## src/rtl/tmr_params.svh

```systemverilog
// Register map, field positions, reset values and count constants of the timer block
`ifndef TMR_PARAMS_SVH
`define TMR_PARAMS_SVH

// Register byte addresses
`define TMR_ADDR_START      8'h00
`define TMR_ADDR_ONESHOT    8'h04
`define TMR_ADDR_PORT       8'h08
`define TMR_ADDR_PIN        8'h0c
`define TMR_ADDR_IRQ_STAT   8'h10
`define TMR_ADDR_IRQ_CLR    8'h14
`define TMR_ADDR_IRQ_EN     8'h18
`define TMR_ADDR_CH_BASE    8'h20
`define TMR_CH_STRIDE       8'h08
`define TMR_CH_CNT_OFS      8'h04

// Channels and geometry
`define TMR_NUM_CH          2
`define TMR_FIRST_CHAN      2
`define TMR_PWM_CHAN_A      2
`define TMR_PWM_CHAN_B      3
`define TMR_EV_PER_CH       2
`define TMR_EV_ZERO         0
`define TMR_EV_FALL         1
`define TMR_PORT_DIR_LSB    2

// Mode field encodings
`define TMR_OP_ONESHOT      2'h2
`define TMR_OP_PWM          2'h3
`define TMR_SRC_DIV1        2'h0
`define TMR_SRC_DIV8        2'h1
`define TMR_SRC_DIV32       2'h2

// Prescaler and PWM counts
`define TMR_DIV8_MASK       5'h07
`define TMR_DIV32_MASK      5'h1f
`define TMR_SUB32_LAST      5'h1f
`define TMR_PWM16_PERIOD    16'hffff
`define TMR_PWM8_PERIOD     16'h00ff

// Reset and read values
`define TMR_MODE_RESET      8'h00
`define TMR_CNT_RESET       16'h0000
`define TMR_UNDEF_READ      16'h0000
`define TMR_ZERO16          16'h0000
`define TMR_ONE16           16'h0001

`endif

```

## src/rtl/tmr_pkg.sv

```systemverilog
// Types shared by the timer block and its environment
package tmr_pkg;

    typedef struct packed {
        logic [7:0]  addr;
        logic [15:0] wdata;
        logic        wr;
        logic        rd;
    } tmr_bus_req_type;

    typedef struct packed {
        logic [1:0] src;
        logic       rsvd;
        logic       pwm8;
        logic       ext_trig;
        logic       pulse_en;
        logic [1:0] op;
    } tmr_mode_type;

    typedef struct packed {
        logic out;
        logic oe;
    } tmr_pin_type;

    typedef enum logic [2:0] {
        TMR_ST_IDLE = 3'b001,
        TMR_ST_SHOT = 3'b010,
        TMR_ST_PWM  = 3'b100
    } tmr_state_type;

endpackage

```

## src/rtl/tmr_oneshot_pwm.sv

```systemverilog
// Two-channel 16-bit down-counting timer with one-shot and PWM modes
// Functional notes
// RULE_01: One-shot counts n count-clock periods once.
// RULE_02: At zero, reload from reload, then halt.
// RULE_03: Retrigger while running reloads and restarts.
// RULE_04: One-shot start flag write triggers countdown.
// RULE_05: Clearing count start flag stops counting.
// RULE_06: One-shot raises interrupt on reaching zero.
// RULE_07: Pin is port pin or one-shot pulse.
// RULE_08: Counter register reads return undefined value.
// RULE_09: Stopped: counter write loads reload and counter.
// RULE_10: Running: counter write updates reload only.
// RULE_11: PWM runs continuously, 16-bit or 8-bit.
// RULE_12: PWM reloads at pulse rising edge.
// RULE_13: PWM ignores triggers while counting.
// RULE_14: 16-bit PWM: high n, period 65535.
// RULE_15: 8-bit PWM: high n(m+1), period 255(m+1).
// RULE_16: PWM only on channels 2 and 3.
// RULE_17: PWM interrupt on each pulse falling edge.
// RULE_18: Count clock from four prescaled sources.
//
// Added by the designer: the placing of the registers and the address-and-strobe port.
`timescale 1ns/1ps
`include "tmr_params.svh"

module tmr_oneshot_pwm (
    input  wire logic                     clk_in, // 20 MHz system clock
    input  wire logic                     reset_in, // Synchronous reset, active high
    input  wire tmr_pkg::tmr_bus_req_type bus_in, // Register request
    output logic [15:0]                   rdata_out, // Read data, cycle after read strobe
    input  wire logic [1:0]               trigger_in, // External triggers, channels 2 and 3
    input  wire logic                     subclock_in, // Subclock, sampled on clk_in
    input  wire logic                     channel2_pulse_pin_in, // Channel 2 pin level
    output logic                          channel2_pulse_pin_out, // Channel 2 pin drive value
    output logic                          channel2_pulse_pin_oe_out, // Channel 2 pin output enable
    input  wire logic                     channel3_pulse_pin_in, // Channel 3 pin level
    output logic                          channel3_pulse_pin_out, // Channel 3 pin drive value
    output logic                          channel3_pulse_pin_oe_out, // Channel 3 pin output enable
    output logic                          irq_out // Level interrupt request
);
    import tmr_pkg::*;

    localparam int NCH = `TMR_NUM_CH;
    localparam int NEV = `TMR_NUM_CH * `TMR_EV_PER_CH;

    // Shared register state
    logic [NCH-1:0] start_flag;
    logic [NCH-1:0] port_data;
    logic [NCH-1:0] port_dir;
    logic [NEV-1:0] irq_stat;
    logic [NEV-1:0] irq_en;
    logic [NEV-1:0] irq_event;
    logic [NEV-1:0] next_irq_stat;

    // Prescaler state
    logic [4:0]     pre_cnt;
    logic [4:0]     sub_cnt;
    logic           sub_prev;
    logic           tick_div1;
    logic           tick_div8;
    logic           tick_div32;
    logic           subclock_div32;
    logic           sub_rise;

    // Per-channel results for the read mux and pins
    logic [15:0]     ch_rdata [NCH];
    logic [NCH-1:0]  ch_hit;
    logic [NCH-1:0]  ch_running;
    tmr_pin_type     ch_pin [NCH];
    logic [NCH-1:0]  pin_level;

    // Register decode
    wire  wr_start   = bus_in.wr && (bus_in.addr == `TMR_ADDR_START);
    wire  wr_oneshot = bus_in.wr && (bus_in.addr == `TMR_ADDR_ONESHOT);
    wire  wr_port    = bus_in.wr && (bus_in.addr == `TMR_ADDR_PORT);
    wire  wr_irq_clr = bus_in.wr && (bus_in.addr == `TMR_ADDR_IRQ_CLR);
    wire  wr_irq_en  = bus_in.wr && (bus_in.addr == `TMR_ADDR_IRQ_EN);

    // Prescaled count clocks, one-cycle enables at the system clock rate
    assign tick_div1      = 1'b1; // [RULE_18]
    assign tick_div8      = (pre_cnt & `TMR_DIV8_MASK) == `TMR_DIV8_MASK; // [RULE_18]
    assign tick_div32     = (pre_cnt & `TMR_DIV32_MASK) == `TMR_DIV32_MASK; // [RULE_18]
    assign sub_rise       = subclock_in && !sub_prev;
    assign subclock_div32 = sub_rise && (sub_cnt == `TMR_SUB32_LAST); // [RULE_18]

    always_ff @(posedge clk_in) begin
        if (reset_in) begin
            pre_cnt  <= 5'h00;
            sub_cnt  <= 5'h00;
            sub_prev <= 1'b0;
        end else begin
            pre_cnt  <= pre_cnt + 5'h01;
            sub_prev <= subclock_in;
            if (sub_rise) begin
                sub_cnt <= sub_cnt + 5'h01;
            end
        end
    end

    assign pin_level = {channel3_pulse_pin_in, channel2_pulse_pin_in};

    genvar c;
    generate
        for (c = 0; c < NCH; c++) begin : g_ch
            localparam int          CHAN   = `TMR_FIRST_CHAN + c;
            localparam logic        PWM_OK = (CHAN == `TMR_PWM_CHAN_A) || (CHAN == `TMR_PWM_CHAN_B);
            localparam logic [7:0]  A_MODE = `TMR_ADDR_CH_BASE + 8'(c) * `TMR_CH_STRIDE;
            localparam logic [7:0]  A_CNT  = A_MODE + `TMR_CH_CNT_OFS;

            tmr_mode_type   mode;
            tmr_state_type  state;
            tmr_state_type  next_state;
            logic [15:0]    reload;
            logic [15:0]    count;
            logic [15:0]    next_count;
            logic [15:0]    pos;
            logic [15:0]    next_pos;
            logic [7:0]     unit;
            logic [7:0]     next_unit;
            logic           pulse;
            logic           next_pulse;
            logic           trig_prev;
            logic           ev_zero;
            logic           ev_fall;

            wire         wr_mode   = bus_in.wr && (bus_in.addr == A_MODE);
            wire         wr_cnt    = bus_in.wr && (bus_in.addr == A_CNT);
            wire         is_shot   = mode.op == `TMR_OP_ONESHOT;
            wire         is_pwm    = (mode.op == `TMR_OP_PWM) && PWM_OK; // [RULE_16]
            wire         ext_trig  = mode.ext_trig && trigger_in[c] && !trig_prev;
            wire         sw_trig   = wr_oneshot && bus_in.wdata[c]; // [RULE_04]
            wire         trigger   = ext_trig || sw_trig;
            wire         run_ok    = start_flag[c]; // [RULE_05]
            wire         idle      = state == TMR_ST_IDLE;
            wire [15:0]  period    = mode.pwm8 ? `TMR_PWM8_PERIOD : `TMR_PWM16_PERIOD; // [RULE_14] [RULE_15]
            wire [15:0]  high_val  = mode.pwm8 ? {8'h00, reload[15:8]} : reload;      // [RULE_15]
            wire         pos_last  = pos == (period - `TMR_ONE16);

            // Selected count clock for this channel
            wire         tick      = (mode.src == `TMR_SRC_DIV1)  ? tick_div1  :
                                     (mode.src == `TMR_SRC_DIV8)  ? tick_div8  :
                                     (mode.src == `TMR_SRC_DIV32) ? tick_div32 :
                                                                   subclock_div32; // [RULE_18]
            // 8-bit PWM advances one unit every m+1 count clocks
            wire         unit_tick = mode.pwm8 ? (tick && unit == 8'h00) : tick;  // [RULE_15]

            always_comb begin
                next_state = state;
                next_count = count;
                next_pos   = pos;
                next_unit  = unit;
                next_pulse = pulse;
                ev_zero    = 1'b0;
                ev_fall    = 1'b0;
                if (tick && mode.pwm8) begin
                    next_unit = (unit == 8'h00) ? reload[7:0] : unit - 8'h01;
                end
                unique case (state)
                    TMR_ST_IDLE: begin
                        next_pulse = 1'b0;
                        if (wr_cnt) begin
                            next_count = bus_in.wdata; // [RULE_09]
                        end
                        if (run_ok && is_pwm) begin
                            next_state = TMR_ST_PWM; // [RULE_11]
                            next_pos   = `TMR_ZERO16;
                            next_unit  = reload[7:0];
                            next_count = high_val;
                            next_pulse = high_val != `TMR_ZERO16;
                        end else if (run_ok && is_shot && trigger) begin
                            next_state = TMR_ST_SHOT; // [RULE_01] [RULE_04]
                            next_count = reload;
                            next_pulse = 1'b1;
                        end
                    end
                    TMR_ST_SHOT: begin
                        if (!run_ok || !is_shot) begin
                            next_state = TMR_ST_IDLE; // [RULE_05]
                            next_pulse = 1'b0;
                        end else if (trigger) begin
                            next_count = reload; // [RULE_03]
                            next_pulse = 1'b1;
                        end else if (tick) begin
                            if (count <= `TMR_ONE16) begin
                                next_count = reload; // [RULE_02] [RULE_10]
                                next_state = TMR_ST_IDLE; // [RULE_02]
                                next_pulse = 1'b0;
                                ev_zero    = 1'b1; // [RULE_06]
                            end else begin
                                next_count = count - `TMR_ONE16; // [RULE_01]
                            end
                        end
                    end
                    TMR_ST_PWM: begin
                        if (!run_ok || !is_pwm) begin
                            next_state = TMR_ST_IDLE; // [RULE_05]
                            next_pulse = 1'b0;
                        end else if (unit_tick) begin // [RULE_13]
                            if (pos_last) begin
                                next_pos   = `TMR_ZERO16;
                                next_count = high_val; // [RULE_12] [RULE_10]
                                next_pulse = high_val != `TMR_ZERO16; // [RULE_12]
                            end else begin
                                next_pos = pos + `TMR_ONE16; // [RULE_14]
                                if (count != `TMR_ZERO16) begin
                                    next_count = count - `TMR_ONE16; // [RULE_12]
                                end
                                if (count == `TMR_ONE16 && pulse) begin
                                    next_pulse = 1'b0; // [RULE_14] [RULE_15]
                                    ev_fall    = 1'b1; // [RULE_17]
                                end
                            end
                        end
                    end
                    default: begin
                        next_state = TMR_ST_IDLE;
                        next_pulse = 1'b0;
                    end
                endcase
            end

            always_ff @(posedge clk_in) begin
                if (reset_in) begin
                    state     <= TMR_ST_IDLE;
                    mode      <= `TMR_MODE_RESET;
                    reload    <= `TMR_CNT_RESET;
                    count     <= `TMR_CNT_RESET;
                    pos       <= `TMR_ZERO16;
                    unit      <= 8'h00;
                    pulse     <= 1'b0;
                    trig_prev <= 1'b0;
                end else begin
                    state     <= next_state;
                    count     <= next_count;
                    pos       <= next_pos;
                    unit      <= next_unit;
                    pulse     <= next_pulse;
                    trig_prev <= trigger_in[c];
                    if (wr_mode) begin
                        mode <= bus_in.wdata[7:0];
                    end
                    if (wr_cnt) begin
                        reload <= bus_in.wdata; // [RULE_09] [RULE_10]
                    end
                end
            end

            // Pulse output: always in PWM, else by pulse-enable, else port pin
            assign ch_pin[c].out = (is_pwm || mode.pulse_en) ? pulse : port_data[c]; // [RULE_07] [RULE_16]
            assign ch_pin[c].oe  = is_pwm || mode.pulse_en || port_dir[c];           // [RULE_07]

            assign ch_running[c] = !idle;
            assign irq_event[c*`TMR_EV_PER_CH + `TMR_EV_ZERO] = ev_zero;
            assign irq_event[c*`TMR_EV_PER_CH + `TMR_EV_FALL] = ev_fall;

            // The live count is never visible on the counter register
            assign ch_hit[c]   = (bus_in.addr == A_MODE) || (bus_in.addr == A_CNT);
            assign ch_rdata[c] = (bus_in.addr == A_MODE) ? {8'h00, mode} : `TMR_UNDEF_READ; // [RULE_08]
        end
    endgenerate

    // Sticky status: a new event wins over a simultaneous clear
    assign next_irq_stat = (irq_stat & ~(wr_irq_clr ? bus_in.wdata[NEV-1:0] : {NEV{1'b0}})) | irq_event;

    always_ff @(posedge clk_in) begin
        if (reset_in) begin
            start_flag <= '0;
            port_data  <= '0;
            port_dir   <= '0;
            irq_stat   <= '0;
            irq_en     <= '0;
        end else begin
            irq_stat <= next_irq_stat; // [RULE_06] [RULE_17]
            if (wr_start) begin
                start_flag <= bus_in.wdata[NCH-1:0]; // [RULE_05]
            end
            if (wr_port) begin
                port_data <= bus_in.wdata[NCH-1:0];
                port_dir  <= bus_in.wdata[`TMR_PORT_DIR_LSB +: NCH];
            end
            if (wr_irq_en) begin
                irq_en <= bus_in.wdata[NEV-1:0];
            end
        end
    end

    assign irq_out = |(irq_stat & irq_en);

    // Read mux
    logic [15:0] rd_val;
    assign rd_val =
        (bus_in.addr == `TMR_ADDR_START)    ? {14'h0000, start_flag} :
        (bus_in.addr == `TMR_ADDR_PORT)     ? {12'h000, port_dir, port_data} :
        (bus_in.addr == `TMR_ADDR_PIN)      ? {12'h000, ch_running, pin_level} :
        (bus_in.addr == `TMR_ADDR_IRQ_STAT) ? {12'h000, irq_stat} :
        (bus_in.addr == `TMR_ADDR_IRQ_EN)   ? {12'h000, irq_en} :
        ch_hit[0]                           ? ch_rdata[0] :
        ch_hit[1]                           ? ch_rdata[1] :
                                              16'h0000;

    always_ff @(posedge clk_in) begin
        if (reset_in) begin
            rdata_out <= 16'h0000;
        end else begin
            rdata_out <= bus_in.rd ? rd_val : 16'h0000;
        end
    end

    assign channel2_pulse_pin_out    = ch_pin[0].out;
    assign channel2_pulse_pin_oe_out = ch_pin[0].oe;
    assign channel3_pulse_pin_out    = ch_pin[1].out;
    assign channel3_pulse_pin_oe_out = ch_pin[1].oe;

endmodule

```

## config.mk

```make
export PLATFORM = sky130hd
export DESIGN_NAME = tmr_oneshot_pwm
export DESIGN_NICKNAME = d
export VERILOG_FILES = /design/src/rtl/tmr_pkg.sv /design/src/rtl/tmr_oneshot_pwm.sv
export VERILOG_INCLUDE_DIRS = /design/src /design/src/rtl
export SDC_FILE = /design/constraint.sdc
export NUM_CORES = 1
export LEC_CHECK = 0
export BUFFER_PORTS_ARGS = -buffer_cell sky130_fd_sc_hd__buf_2
export CELL_PAD_IN_SITES_DETAIL_PLACEMENT = 0
export CELL_PAD_IN_SITES_GLOBAL_PLACEMENT = 1
export CORE_UTILIZATION = 35
export DETAILED_ROUTE_END_ITERATION = 10
export PLACE_DENSITY_LB_ADDON = 0.25
export SLEW_MARGIN = 20
export SYNTH_ARGS = -nofsm -noshare
export SYNTH_HDL_FRONTEND = slang
export SYNTH_SLANG_ARGS = --single-unit
```

## constraint.sdc

```tcl
create_clock -name clk_in -period 2.38 [get_ports clk_in]
set_input_delay 0.476 -clock clk_in [delete_from_list [all_inputs] [get_ports clk_in]]
set_output_delay 0.476 -clock clk_in [all_outputs]
set_load 0.03 [all_outputs]
```

==> summary.md, run 1 <==
| Metric | Value |
|---|---|
| Max IR drop VDD | 0.0003205 V |
| 1st-iter DRT viols | 804 |
| Total track usage | 23.10% |
| Routed wire per std cell | 18.08 um |
| Root Driver | clkbuf_16 |
| Final-layout fill cell count | 2767 |
| Largest net degree at the start of global routing | 109 |
| Leakage | 5.241 nW |
| Status | finished with violations |
| Slew headroom | 41.06% |
| Vias per cell | 5.497 |
| Antenna diodes | 0 |
| Clk buf depth | 2 |
| Initial Util | 35.56% |
| Worst Hold Slack | 0.3173 ns |
| Initial DRT Pass Iterations | 5 |
| Async SR Flop Fraction | 0% |
| Met2 WL | 15740 um |
| Final Power | 6.189 mW |
| Final Net Count | 1484 |
| Die W | 169.8 um |
| Row count | 61 |
| Predominant post-synthesis flop cell | dfxtp_1 |
| Clk slew on worst S/H paths | 0.07 ns |
| GPL Wtd Cong | 0.8856 |
| Critical path fanouts, max | 6 |
| IO buf count | 45 |
| Internal reg-to-reg setup slack | -0.1 ns |
| Residual DRC count | 0 |
| Fin Setup TNS | -1.673 ns |
| Crit path launch type | flip-flop |
| Latest clock arrival within the worst-skew pair | 0.44 ns |
| Top layer used by detailed routing | met4 |
| M1 WL | 15010 um |
| Final WL | 33000 um |
| Final worst path period need | 2.479 ns |
| Synth warnings | 0 |
| Max-slew violation count | 0 |
| Core box area | 0.02771 mm^2 |
| Die H | 169.8 um |
| Final core occ | 47.08% |
| Mapped Area | 0.009851 mm^2 |
| Routed Antenna Nets | 0 |
| Worst Skew | 0.01483 ns |
| Pwr dens | 474.5 mW/mm^2 |
| Final period utilization | 104.1% |
| Post-Layout Cell Count | 1825 |
| Area Growth Syn to Fin | 32.41% |
| CTS tree | built |
| Routed vias | 10030 |
| Yosys cell types | 80 |
| CP Capture Type | flip-flop |
| Met3 wire len | 1639 um |
| CTS H-Tree Depth | 4 |
| Critical Path RT | 2.72 ns |
| RSZ-0062 raised after global routing | yes |
| Share of cells above drive strength 1 | 28.27% |
| Post-DP HPWL | 23640 um |
| Final hold vios | 0 |
| Slew of the pin with the lowest slew margin | 0.8619 ns |
| Global-route wire length before repair | 52420 um |
| Full die area | 0.02882 mm^2 |
| Avg Cell Area, Syn | 8.035 um^2 |
| Setup violators final | 33 |
| F_max | 403.4 MHz |
| Worst Path Arrival | 2.82 ns |
| Synthesized flop and latch total | 171 |
| Max-cap viol count | 0 |
| Register area share after synthesis | 34.75% |
| CTS Sinks | 171 |
| Placed insts | 1776 |
| Hold buffer count at CTS | 0 |
| Vias in the first global route | 9616 |
| Mapped Cells | 1226 |
| Gr ovfl total | 0 |
| Number of flops mapped to enable cells by yosys | 0 |
| Final critical-path setup slack | -0.09873 ns |
| TritonCTS Buffers | 17 |
| Failing checks | setup timing |
| Hold WC Path Type | in -> reg |
| Initial antenna violation count | 0 |
| Crit Path Class | reg -> reg |
| # IOs | 54 |
[cell usage after synthesis, types with 12 or more instances]
master,count,share of area (%)
nor2_1,204,7.8
dfxtp_1,171,35
nand2_1,116,4.4
a21oi_1,74,3.8
mux2i_1,48,4.9
clkbuf_1,44,1.7
nand3_1,43,2.2
nor3_1,35,1.8
a211oi_1,33,2.5
o21ai_0,29,1.5
xnor2_1,29,2.6
inv_1,27,1.0
nor4_1,27,1.7
xor2_1,22,2.0
a22oi_1,18,1.4
ha_1,17,2.2
a221oi_1,16,1.4
nand2b_1,16,1.0
a31oi_1,14,0.89
and3_1,14,0.89
nand4_1,13,0.83
o22ai_1,12,0.76
[cells by family (layout without fill, tap and decap cells)]
group | count (synthesis) | count (layout) | synth area share [%]
AND/OR/NAND/NOR | 551 | 552 | 27.51
flip-flops | 171 | 171 | 34.75
AO/OA/AOI/OAI | 285 | 288 | 21.02
buffers and inverters | 95 | 305 | 4.306
adder cells (fa/ha/maj) | 17 | 17 | 2.159
XOR/XNOR | 51 | 51 | 4.534
multiplexers | 55 | 55 | 5.678
other | 1 | 8 | 0.03807
[metrics by stage]
stage                     setup WS [ns]  area [um^2]
after floorplan                 0.03319         9886
final                          -0.09873        13040
after CTS                      -0.09759        12570
after global placement          -0.3454        11700
after detailed placement        -0.3097        11700
after global routing            -0.2107        13040
[worst max-delay path, stage by stage (launching register included)]
cell	delay [ns]
dfxtp_2	0.33
or4_4	0.55
nor4_4	0.36
o211ai_2	0.20
buf_4	0.19
a21o_1	0.22
o221ai_4	0.09
buf_6	0.17
a221oi_1	0.07
a211oi_1	0.21
[cell usage in the layout, fill, tap and decap left out, drive strengths merged, types with 9 or more instances in the layout]
cell	n
and3	14
dfxtp	171
a311oi	11
clkbuf	17
o21ai	31
o22ai	13
buf	246
a21oi	76
nor3b	10
and2	10
nor3	36
ha	17
nor2b	11
xor2	22
mux2i	48
nor2	204
or3	11
nand2	116
nand3	43
a31oi	15
nand4	15
a211oi	41
o221ai	9
nand2b	16
a22oi	18
xnor2	29
o31ai	9
a221oi	16
nor4	30
inv	35
[what timing repair did]
action                     in CTS  in global routing
cloned                          3                  1
buffers inserted                2                 11
setup endpoints to repair      69                 75
pin swaps                      34                 35
gates resized for setup        43                 92
[layer usage]
| layer | track usage (%) | up-vias |
|---|---|---|
| li1 | - | 4917 |
| met1 | 30.10 | 4801 |
| met2 | 39.27 | 267 |
| met3 | 3.755 | 47 |
| met4 | 6.189 | 0 |
| met5 | 0 | - |
[report_power, final]
part | internal, mW | switching, mW | total, mW
sequential | 2.87 | 0.0105 | 2.88
clock | 1.53 | 1.42 | 2.95
combinational | 0.140 | 0.220 | 0.360
total | 4.54 | 1.65 | 6.19
[cell type report]
| class | count | area (um^2) | share of cell area (%) |
|---|---|---|---|
| Clock buffer | 17 | 425.4 | 3.261 |
| Clock inverter | 15 | 196.4 | 1.506 |
| Inverter | 27 | 101.3 | 0.7770 |
| Multi-Input combinational cell | 971 | 6569 | 50.36 |
| Sequential cell | 171 | 3431 | 26.30 |
| Tap cell | 378 | 473.0 | 3.626 |
| Timing Repair Buffer | 246 | 1848 | 14.17 |
[sequential cells by signal, summed over array words and instances, names as in the netlist, 5 cells and up]
name and flops:
g_ch.count 32, g_ch.reload 32, pre_cnt 5, g_ch.state 6
g_ch.mode 16, rdata_out 8, g_ch.unit 16, sub_cnt 5
g_ch.pos 32
[worst paths after layout]
kind,start,endpoint,cells after the start
max,g_ch[0].count[4],g_ch[0].count[10],9
min,trigger_in[0],g_ch[0].trig_prev,2
max reg2reg,g_ch[0].count[4],g_ch[0].count[10],9
min reg2reg,port_dir[0],port_dir[0],2
No activity file was read; power rests on OpenSTA's default activity.
==> run 2: changes to the inputs <==
--- a/config.mk
+++ b/config.mk
@@ -9,6 +9,7 @@
 export BUFFER_PORTS_ARGS = -buffer_cell sky130_fd_sc_hd__buf_2
 export CELL_PAD_IN_SITES_DETAIL_PLACEMENT = 0
 export CELL_PAD_IN_SITES_GLOBAL_PLACEMENT = 1
+export CORE_ASPECT_RATIO = 0.9
 export CORE_UTILIZATION = 35
 export DETAILED_ROUTE_END_ITERATION = 10
 export PLACE_DENSITY_LB_ADDON = 0.25
==> run 2 against run 1 <==
  * The flow still finishes with violations (setup timing)
  * Global-route usage about the same
  * Clock skew increased by 0.0039 ns
  * Critical path depth is 1 higher
  * Die area is essentially flat
  * First-iteration DRC count fell by 13%
  * Worst setup slack worse by 0.025 ns
  * Count of clock-buffer cells in the layout did not move
  * Maximum frequency is 1.0% lower
  * Worst hold slack lost 0.041 ns
  * Register-to-register slack lost 0.03 ns
  * Core utilization up 2.0 points
  * Sequential cell count unchanged
  * Critical path type unchanged
  * Largest power group unchanged
==> summary.md, run 2 (synthesis results as in run 1) <==
| Metric | Value |
|---|---|
| Status | finished with violations (unchanged) |
| Failing checks | setup timing (unchanged) |
| Latest clock arrival within the worst-skew pair | 0.45 ns (was 0.44 ns) |
| P_sw | 1.567 mW (was 1.647 mW) |
| Worst Skew | 0.01873 ns (was 0.01483 ns) |
| Final WL | 33600 um (was 33000 um) |
| Top layer used by detailed routing | met5 (was met4) |
| Initial Util | 36.06% (was 35.56%) |
| Total track usage | 23.14% (was 23.10%) |
| Final-layout fill cell count | 2666 (was 2767) |
| Slew of the pin with the lowest slew margin | 0.6334 ns (was 0.8619 ns) |
| Flop pwr share | 46.7% (was 46.6%) |
| Post-DP HPWL | 24360 um (was 23640 um) |
| Final period utilization | 105.2% (was 104.1%) |
| Crit path from | g_ch[0].count[4] (unchanged) |
| Final worst path period need | 2.504 ns (was 2.479 ns) |
| Global-route wire length before repair | 52110 um (was 52420 um) |
| CTS Sinks | 171 (unchanged) |
| Worst reg2reg path startpoint | g_ch[0].count[4] (unchanged) |
| Max IR drop VDD | 0.0005282 V (was 0.0003205 V) |
| Vias per cell | 5.579 (was 5.497) |
| Share of cells above drive strength 1 | 31.16% (was 28.27%) |
| Residual DRC count | 0 (unchanged) |
| Final core occ | 49.05% (was 47.08%) |
| Gr ovfl total | 0 (unchanged) |
| GPL Wtd Cong | 0.9152 (was 0.8856) |
| Initial DRT Pass Iterations | 5 (unchanged) |
| Crit path launch type | flip-flop (unchanged) |
| CTS H-Tree Depth | 4 (unchanged) |
| Worst Path Arrival | 2.85 ns (was 2.82 ns) |
| Antenna diodes | 0 (unchanged) |
| Combinational share of power | 6.1% (was 5.8%) |
| CP Capture Type | flip-flop (unchanged) |
| Area Growth Syn to Fin | 36.01% (was 32.41%) |
| 1st-iter DRT viols | 700 (was 804) |
| Crit Path Class | reg -> reg (unchanged) |
| Post-route cell area | 0.01340 mm^2 (was 0.01304 mm^2) |
| Hold WC Path Type | in -> reg (unchanged) |
| Post-Layout Cell Count | 1814 (was 1825) |
| Setup violators final | 25 (was 33) |
| Cell chain of the critical path | or4_4 > nor4_4 > buf_4 > buf_6 > nand4_1 > o311ai_4 > buf_6 > buf_6 > a21oi_2 > a211oi_1 (was or4_4 > nor4_4 > o211ai_2 > buf_4 > a21o_1 > o221ai_4 > buf_6 > a221oi_1 > a211oi_1) |
| Met3 wire len | 1824 um (was 1639 um) |
| F_max | 399.4 MHz (was 403.4 MHz) |
| Root Driver | clkbuf_16 (unchanged) |
| Largest net degree at the start of global routing | 70 (was 109) |
| Full die area | 0.02882 mm^2 (about the same) |
| TritonCTS Buffers | 17 (unchanged) |
| CTS tree | built (unchanged) |
| P_int | 4.611 mW (was 4.542 mW) |
| Routed wire per std cell | 18.52 um (was 18.08 um) |
| Clk pwr share | 47.3% (was 47.6%) |
| Die H | 161.2 um (was 169.8 um) |
| Final Net Count | 1497 (was 1484) |
| IO buf count | 45 (unchanged) |
| Core box area | 0.02731 mm^2 (was 0.02771 mm^2) |
| Final critical-path setup slack | -0.1240 ns (was -0.09873 ns) |
| Area after DPL | 0.01175 mm^2 (was 0.01170 mm^2) |
| Placed insts | 1758 (was 1776) |
| Critical Path RT | 2.72 ns (about the same) |
| Leakage | 5.371 nW (was 5.241 nW) |
| R2R depth | 10 (was 9) |
| # IOs | 54 (unchanged) |
| Clk slew on worst S/H paths | 0.07 ns (about the same) |
| Crit path max-delay cell type | or4_4 (unchanged) |
| Met2 WL | 13980 um (was 15740 um) |
| Critical path fanouts, max | 4 (was 6) |
| M1 WL | 17360 um (was 15010 um) |
| Final hold vios | 0 (unchanged) |
| Max-slew violation count | 0 (unchanged) |
| Max stage delay on crit path | 0.55 ns (about the same) |
| Most frequent cells in the layout | buf_4, nor2_1, dfxtp_1 (was nor2_1, buf_4, dfxtp_1) |
| Vias in the first global route | 9478 (was 9616) |
| Max-cap viol count | 0 (unchanged) |
| Hold Path Cell Cnt | 2 (unchanged) |
| Dpl ws | -0.4885 ns (was -0.3097 ns) |
| Switching share of power | 25.36% (was 26.62%) |
| Pwr dens | 461.1 mW/mm^2 (was 474.5 mW/mm^2) |
| Hold path start | trigger_in[0] (unchanged) |
| Final Power | 6.177 mW (was 6.189 mW) |
| Die W | 178.8 um (was 169.8 um) |
| Initial antenna violation count | 1 (was 0) |
| Most used cell, CP | buf_6 |
| Slew headroom | 57.67% (was 41.06%) |
| Clk buf depth | 2 (unchanged) |
| Row count | 57 (was 61) |
| Biggest regs | g_ch.count (32), g_ch.pos (32), g_ch.reload (32) (unchanged) |
| Routed vias | 10120 (was 10030) |
| Commonest non-fill, non-tap cell in the layout | buf_4 (was nor2_1) |
| RSZ-0062 raised after global routing | yes (unchanged) |
| Routed Antenna Nets | 0 (unchanged) |
==> run 2: layout make-up <==
type | count | area [um^2] | area share [%]
clock inverter | 15 | 181.4 | 1.354
timing repair buffer | 263 | 2106 | 15.72
multi-input combinational | 967 | 6708 | 50.07
tap | 354 | 442.9 | 3.306
sequential | 171 | 3433 | 25.63
inverter | 27 | 101.3 | 0.7564
clock buffer | 17 | 425.4 | 3.175
==> run 2: path summary, 6_finish.rpt <==
check                           slack, ns                end
worst min register to register       0.47       port_data[0]
worst max register to register      -0.12  g_ch[0].count[13]
worst max-delay path                -0.12  g_ch[0].count[13]
worst min-delay path                 0.28  g_ch[0].trig_prev
==> run 2: power groups by stage <==
stage	Clock (mW)	Combinational, mW	Sequential, mW
after floorplan	0	0.188	2.95
after global placement	0	0.341	2.95
after detailed placement	0	0.339	2.95
after CTS	2.99	0.357	2.88
after global routing	3.11	0.401	2.88
final	2.92	0.374	2.88
==> run 2: repair_timing <==
| action | in CTS | in global routing |
|---|---|---|
| endpoints found under the setup margin | 49 | 78 |
| buffers inserted | 13 | 8 |
| pin swaps | 36 | 48 |
| cloned | 1 | 3 |
| hold buffers | 0 | 0 |
| gates resized for setup | 83 | 100 |
| endpoints found under the hold margin | 0 | 0 |
==> run 2: stage by stage <==
| stage | TNS, ns | hold slack (ns) |
|---|---|---|
| after CTS | -0.5672 | 0.2553 |
| after global routing | -5.049 | 0.2701 |
| after global placement | -7.090 | 0.4611 |
| final | -1.269 | 0.2764 |
| after detailed placement | -8.844 | 0.4677 |
| after floorplan | 0 | 0.4179 |
==> run 2: worst max-delay path, delay by kind of cell (launching register included) <==
| kind | cells | cell delay, ns |
|---|---|---|
| buf+inv | 4 | 0.54 |
| flops | 1 | 0.32 |
| simple gates | 3 | 1.11 |
| compound gates | 3 | 0.43 |
==> run 2: per-layer routing <==
layer | vias to the layer above | GRT usage (%)
li1 | 4938 | -
met1 | 4893 | 35.83
met2 | 262 | 32.98
met3 | 26 | 3.484
met4 | 2 | 5.239
met5 | - | 0
